## src/rtl/cg_bank_one_params.svh

```systemverilog
// register offsets, field positions and reset values of the deep-sleep gating bank
// assumes inclusion from the design, checker and bench files
`ifndef CG_BANK_ONE_PARAMS_SVH
`define CG_BANK_ONE_PARAMS_SVH
`define DS_GATE_OFFSET 12'h124
`define DS_GATE_RESET 32'h00000000
`define DS_GATE_IMPL_MASK 32'h010f0111
`define RUN_GATE_OFFSET 12'h300
`define SLEEP_GATE_OFFSET 12'h304
`define RUN_CFG_OFFSET 12'h308
`define IRQ_STATUS_OFFSET 12'h30c
`define IRQ_MASK_OFFSET 12'h310
`define GATE_STATE_OFFSET 12'h314
`define RUN_CFG_AUTO_BIT 0
`define FIELD_ANALOG_COMPARATOR_ZERO_GATE 24
`define FIELD_GPC3 19
`define FIELD_GPC2 18
`define FIELD_GPC1 17
`define FIELD_GPC0 16
`define FIELD_QDEC0 8
`define FIELD_SSER0 4
`define FIELD_ASER0 0
`define IRQ_FAULT_BIT 0
`define IRQ_UNMAPPED_BIT 1
`endif

```

## src/rtl/cg_bank_one_pkg.sv

```systemverilog
// types for the deep-sleep unit clock gating bank
// assumes nothing beyond the params header
package cg_bank_one_pkg;
   typedef enum logic [1:0] {
      pwr_run = 2'b00,
      pwr_sleep = 2'b01,
      pwr_deep_sleep = 2'b10
   } power_mode_e;
   typedef logic [31:0] word_t;
endpackage

```

## src/rtl/deep_sleep_clock_gate_bank_one.sv

```systemverilog
// unit clock gate control for eight peripheral units, with fault on access to gated units
// assumes a plain single-cycle register port and a peripheral access port on the same clock
`timescale 1ns/1ns
`include "cg_bank_one_params.svh"

// Function
// - each implemented enable bit drives the clock gate of exactly one unit
// - peripheral access to a unit whose clock is gated returns a bus fault
// - reset clears the gating register to all zeros
// - deep-sleep register at 0x124; run and sleep companions share its layout
// - sleep and deep-sleep registers act only when auto gating is set
// - bits 19 to 16 enable counters three down to zero
// - bit 8 enables quadrature decoder zero
// - bit 4 enables synchronous serial port zero
// - bit 0 enables asynchronous serial port zero
// - reserved bits read zero; software preserves them on read-modify-write
// - positions without a unit are non-functional reserved bits
module deep_sleep_clock_gate_bank_one
   import cg_bank_one_pkg::*;
#(
   parameter int UNITS = 8
) (
   input wire logic clk,
   input wire logic rst,
   input wire logic [11:0] reg_addr,
   input wire logic [31:0] reg_wdata,
   input wire logic reg_write,
   input wire logic reg_read,
   output logic [31:0] reg_rdata,
   input wire logic [1:0] power_mode,
   input wire logic periph_req,
   input wire logic [2:0] periph_unit,
   output logic periph_grant,
   output logic periph_fault,
   output logic [UNITS-1:0] unit_clk_en,
   output logic irq
);

   // ***********************************************
   // field map: unit index to register bit
   // ***********************************************
   localparam int unsigned FIELD_POS [8] = '{`FIELD_ASER0, `FIELD_SSER0, `FIELD_QDEC0,
      `FIELD_GPC0, `FIELD_GPC1, `FIELD_GPC2, `FIELD_GPC3, `FIELD_ANALOG_COMPARATOR_ZERO_GATE};

   word_t deep_sleep_unit_clock_gate_one;
   word_t run_unit_clock_gate_one;
   word_t sleep_unit_clock_gate_one;
   logic auto_gating_select;
   logic [1:0] irq_status;
   logic [1:0] irq_mask;
   word_t next_rdata;
   word_t active_gate;
   logic hit;
   logic [UNITS-1:0] next_clk_en;
   logic fault_evt;
   logic unmapped_evt;

   // ***********************************************
   // register writes
   // ***********************************************
   // reserved positions are masked at write so they hold zero
   always_ff @(posedge clk or posedge rst) begin
      if (rst) begin
         deep_sleep_unit_clock_gate_one <= `DS_GATE_RESET;
      end else if (reg_write && reg_addr == `DS_GATE_OFFSET) begin
         deep_sleep_unit_clock_gate_one <= reg_wdata & `DS_GATE_IMPL_MASK;
      end
   end

   always_ff @(posedge clk or posedge rst) begin
      if (rst) begin
         run_unit_clock_gate_one <= `DS_GATE_RESET;
         sleep_unit_clock_gate_one <= `DS_GATE_RESET;
      end else if (reg_write) begin
         if (reg_addr == `RUN_GATE_OFFSET) begin
            run_unit_clock_gate_one <= reg_wdata & `DS_GATE_IMPL_MASK;
         end
         if (reg_addr == `SLEEP_GATE_OFFSET) begin
            sleep_unit_clock_gate_one <= reg_wdata & `DS_GATE_IMPL_MASK;
         end
      end
   end

   always_ff @(posedge clk or posedge rst) begin
      if (rst) begin
         auto_gating_select <= 1'b0;
         irq_mask <= 2'h0;
      end else if (reg_write) begin
         if (reg_addr == `RUN_CFG_OFFSET) begin
            auto_gating_select <= reg_wdata[`RUN_CFG_AUTO_BIT];
         end
         if (reg_addr == `IRQ_MASK_OFFSET) begin
            irq_mask <= reg_wdata[1:0];
         end
      end
   end

   // ***********************************************
   // gate source selection
   // ***********************************************
   always_comb begin
      active_gate = run_unit_clock_gate_one;
      if (auto_gating_select) begin
         if (power_mode == pwr_deep_sleep) begin
            active_gate = deep_sleep_unit_clock_gate_one;
         end else if (power_mode == pwr_sleep) begin
            active_gate = sleep_unit_clock_gate_one;
         end
      end
   end

   // one enable per unit; unused positions never reach a gate
   genvar g;
   generate
      for (g = 0; g < UNITS; g++) begin : gen_gate
         assign next_clk_en[g] = active_gate[FIELD_POS[g]];
      end
   endgenerate

   always_ff @(posedge clk or posedge rst) begin
      if (rst) begin
         unit_clk_en <= '0;
      end else begin
         unit_clk_en <= next_clk_en;
      end
   end

   // ***********************************************
   // peripheral access check
   // ***********************************************
   // checked against the live selection so a just-written enable counts
   assign fault_evt = periph_req && !next_clk_en[periph_unit];

   always_ff @(posedge clk or posedge rst) begin
      if (rst) begin
         periph_grant <= 1'b0;
         periph_fault <= 1'b0;
      end else begin
         periph_grant <= periph_req && next_clk_en[periph_unit];
         periph_fault <= fault_evt;
      end
   end

   // ***********************************************
   // register reads and interrupt
   // ***********************************************
   always_comb begin
      hit = 1'b1;
      next_rdata = '0;
      unique case (reg_addr)
         `DS_GATE_OFFSET: next_rdata = deep_sleep_unit_clock_gate_one;
         `RUN_GATE_OFFSET: next_rdata = run_unit_clock_gate_one;
         `SLEEP_GATE_OFFSET: next_rdata = sleep_unit_clock_gate_one;
         `RUN_CFG_OFFSET: next_rdata[`RUN_CFG_AUTO_BIT] = auto_gating_select;
         `IRQ_STATUS_OFFSET: next_rdata[1:0] = irq_status;
         `IRQ_MASK_OFFSET: next_rdata[1:0] = irq_mask;
         `GATE_STATE_OFFSET: next_rdata[UNITS-1:0] = unit_clk_en;
         default: hit = 1'b0;
      endcase
   end

   assign unmapped_evt = (reg_read || reg_write) && !hit;

   always_ff @(posedge clk or posedge rst) begin
      if (rst) begin
         reg_rdata <= '0;
      end else begin
         reg_rdata <= reg_read ? next_rdata : '0;
      end
   end

   // a new event in the clearing read's cycle stays set
   always_ff @(posedge clk or posedge rst) begin
      if (rst) begin
         irq_status <= 2'h0;
      end else begin
         for (int i = 0; i < 2; i++) begin
            if (i == `IRQ_FAULT_BIT ? fault_evt : unmapped_evt) begin
               irq_status[i] <= 1'b1;
            end else if (reg_read && reg_addr == `IRQ_STATUS_OFFSET) begin
               irq_status[i] <= 1'b0;
            end
         end
      end
   end

   always_ff @(posedge clk or posedge rst) begin
      if (rst) begin
         irq <= 1'b0;
      end else begin
         irq <= |(irq_status & irq_mask);
      end
   end

endmodule

```

## config.mk

```make
export PLATFORM = sky130hd
export DESIGN_NAME = deep_sleep_clock_gate_bank_one
export DESIGN_NICKNAME = d
export VERILOG_FILES = /design/src/rtl/cg_bank_one_pkg.sv /design/src/rtl/deep_sleep_clock_gate_bank_one.sv
export VERILOG_INCLUDE_DIRS = /design/src /design/src/rtl
export SDC_FILE = /design/constraint.sdc
export NUM_CORES = 1
export LEC_CHECK = 0
export CORE_AREA = 2 2 67 69
export CTS_CLUSTER_SIZE = 10
export DETAILED_ROUTE_END_ITERATION = 16
export DIE_AREA = 0 0 69 71
export DONT_BUFFER_PORTS = 1
export PLACE_DENSITY = 0.85
export REMOVE_ABC_BUFFERS = 1
export SLEW_MARGIN = 40
export SYNTH_ARGS = -nofsm -noshare
export SYNTH_HDL_FRONTEND = slang
export SYNTH_SLANG_ARGS = --single-unit
```

## constraint.sdc

```tcl
create_clock -name clk -period 3.17 [get_ports clk]
set_input_delay 0.317 -clock clk [delete_from_list [all_inputs] [get_ports clk]]
set_output_delay 0.317 -clock clk [all_outputs]
set_load 0.02 [all_outputs]
```

==> impl_metrics.csv <==
group,metric,value,unit
floorplan,io_pins,97,
clock_network,clkTransAtPathRegs,90,ps
finish,final.fill_count,320,
logic_synthesis,synth_top_area_share,52.2,%
logic_synthesis,synth-seq-cells,54,
clock_network,cts_resized,0,
logic_synthesis,ys_types,39,
sta,min_period_over_period,68.2,%
logic_synthesis,synth_area_per_cell,12.0,sq um
finish,multi_input_area,1120,sq um
worst_setup_path,crit_family,"simple AND/OR/NAND/NOR gates",
power,leakagePower,1.29,nW
sta,period_needed,2160,ps
worst_setup_path,cp-end-kind,"flop",
detailed_routing,ant_nets,0,
worst_hold_path,hold_depth,1,
detailed_routing,drc,0,
logic_synthesis,postSynthCellCount,216,
worst_setup_path,slowest_stage,"dfrtp_1",
logic_synthesis,synth_enable_flop_cells,0,
detailed_routing,via_per_inst,6.32,
logic_synthesis,syn_area,2590,sq um
worst_setup_path,timing.rr.end,"irq_status[0]",
logic_synthesis,synth_mux_area_share,12.6,%
logic_synthesis,synth_top_family_by_area,"compound AO/OA/AOI/OAI gates",
sta,tns,0,ps
clock_network,clock_latency,310,ps
worst_hold_path,min_path_type,"primary input to flop",
worst_setup_path,reg2regPathDepth,5,
sta,max_freq,462,MHz
global_route,grt_pass1_vias,1754,
sta,setup_viol,0,
worst_setup_path,crit_buf_inv,0,
sta,maxSlewViolCount,0,
power,power.total,1.30,mW
worst_hold_path,hold_end,"periph_grant",
sta,slew_headroom,53.1,%
logic_synthesis,synth_compound_area_share,14.2,%
floorplan,dieHeight,71,microns
placed_design,io_buffers,0,
logic_synthesis,synth_xor_xnor_area_share,0.339,%
finish,n_antenna_cell,0,
global_route,grt_pass1_wl,8.58,mm
outcome,outcome,"finished, final reports clean",
logic_synthesis,yosys_warnings,0,
floorplan,initial_core_util,61.5,%
floorplan,rows,24,
logic_synthesis,synth_top_area_cell,"dfrtp_1",
global_route,grt_max_degree,55,
sta,hold_viol_final,0,
worst_setup_path,worstReg2RegStart,"auto_gating_select",
global_route,antenna_found_initial,0,
worst_setup_path,required,3350,ps
clock_network,cts_buffer_depth,2,
placed_design,routabilityCongestion,0.877,
worst_setup_path,path_max_fanout,19,
worst_hold_path,min_from,"periph_req",
floorplan,die-area,4900,sq um
clock_network,numCtsBuffers,5,
clock_network,cts.sinks,54,
logic_synthesis,ys_seq_area_share,52.2,%
worst_setup_path,start_kind,"flop",
logic_synthesis,synth_simple_gate_area_share,13.5,%
clock_network,cts_tree,"yes",
detailed_routing,drt_iter0_drc,134,
sta,fin_ws,1010,ps
finish,area_growth,4.69,%
sta,rsz0062_at_grt,"no",
power,ir_drop,0.000309,V
detailed_routing,first_pass_iters,4,
detailed_routing,wl,5.16,mm
logic_synthesis,synth_fa_ha_area_share,0,%
detailed_routing,num_vias,1706,
logic_synthesis,synth_area_leaders,"dfrtp_1, mux2_2, buf_4",
power,powerDensity,480,nW/um^2
placed_design,dp_hpwl,3.74,mm
floorplan,core-area,4200,sq um
detailed_routing,wl_per_cell,19.1,microns
worst_setup_path,path_cells,"and2_1 > a2bb2oi_1 > a2111oi_0 > nor4_1 > o21ai_0",
flow_run,cap_viol_max_count,0,
finish,fin_nets,271,
worst_setup_path,critical_path_class,"flop to flop",
finish,drive_gt1_share,21.6,%
floorplan,fp.dieW,69,microns
placed_design,dp_slack,881,ps
clock_network,cts_root_buffer,"clkbuf_8",
finish,register_area,1350,sq um
worst_setup_path,slowest_delay,690,ps
clock_network,h-tree-depth,2,
global_route,grt-ovfl-total,0,
logic_synthesis,synthArstFlopShare,100,%
logic_synthesis,synth_top_flop_cell,"dfrtp_1",
worst_setup_path,arrival,2350,ps
sta,worst_slew_pin_slew,699,ps
worst_setup_path,rrSetupSlack,1010,ps
sta,fin_worst_skew,7.59,ps
global_route,gr-usage-all-layers,22.5,%
==> metal layers <==
metal,GRT usage (%),wire length [microns],vias up
li1,-,-,775
met1,27.9,2130,846
met2,37.2,2510,76
met3,6.27,425,9
met4,9.59,95,0
met5,0,0,-
==> how the worst max path moves through the flow <==
stage / depth (start not counted) / endpoint / slack (ps) / from
after floorplan: 6 / irq_status[1] / 1140 / reg_addr[6]
after global placement: 5 / reg_rdata[18] / 900 / reg_addr[6]
after detailed placement: 6 / reg_rdata[0] / 880 / reg_addr[6]
after CTS: 5 / irq_status[0] / 1060 / auto_gating_select
after global routing: 5 / irq_status[0] / 820 / auto_gating_select
final: 5 / irq_status[0] / 1010 / auto_gating_select
==> metrics by stage <==
step                      util, %  cell area (sq um)  hold WS (ps)  instances
final                        64.4               2710           130        270
after global routing         64.4               2710           117        270
after CTS                    64.4               2710           128        270
after detailed placement     60.9               2560           325        261
after global placement       60.8               2560           450        261
after floorplan                 -               2490           440        209
==> logic make-up after synthesis <==
family                 after synthesis
AND/OR/NAND/NOR                     52
AO/OA/AOI/OAI                       49
buffers and inverters               30
XOR/XNOR                             1
multiplexers                        29
other                                1
flip-flops                          54
==> cells in the final DEF, fill, tap and decap left out, types with 3 or more instances in the layout <==
cell,n
a211oi_1,4
o22ai_1,8
conb_1,18
and3_1,8
inv_1,5
nand3_1,3
nand2b_1,4
nand2_1,8
a2111oi_0,4
clkbuf_8,5
nor2_1,8
a21oi_1,11
nor3_1,3
nor4_4,3
a22oi_1,4
mux2_2,28
a2bb2oi_1,4
nor2b_1,3
dfrtp_1,54
a222oi_1,5
==> cell usage after synthesis (3+ instances only) <==
master     instances
inv_1              6
a211oi_1           4
dfrtp_1           54
a222oi_1           5
nor4_4             3
nand2b_1           4
o22ai_1            8
nand2_1            8
a22oi_1            4
nand3_1            3
nor2b_1            3
nor3_1             3
buf_4             18
and3_1             8
a2bb2oi_1          4
mux2_2            28
a2111oi_0          4
nor2_1             8
clkbuf_1           5
a21oi_1           11
==> repair_timing <==
| action | in CTS | in global routing |
|---|---|---|
| buffers inserted | 0 | 0 |
| endpoints found under the hold margin | 54 | 0 |
| hold buffers | 1 | 0 |
==> registers in the layout, indices dropped and copies added, names as in the netlist <==
| register | flops |
|---|---|
| sleep_unit_clock_gate_one | 8 |
| unit_clk_en | 8 |
| periph_fault | 1 |
| deep_sleep_unit_clock_gate_one | 8 |
| reg_rdata | 14 |
| irq | 1 |
| auto_gating_select | 1 |
| periph_grant | 1 |
| run_unit_clock_gate_one | 8 |
| irq_status | 2 |
| irq_mask | 2 |
==> final cells by class <==
cell class	count	area share, %
Tap cell	52	2.40
Sequential cell	54	49.9
Multi-Input combinational cell	149	41.3
Inverter	6	0.924
Clock buffer	5	2.54
Clock inverter	3	2.54
Timing Repair Buffer	1	0.370
==> where the power goes <==
| group | internal [mW] | switching (mW) |
|---|---|---|
| combinational | 0.0155 | 0.0511 |
| clock | 0.316 | 0.219 |
| sequential | 0.692 | 0.00590 |
| total | 1.02 | 0.276 |
No activity file was read; power rests on OpenSTA's default activity.
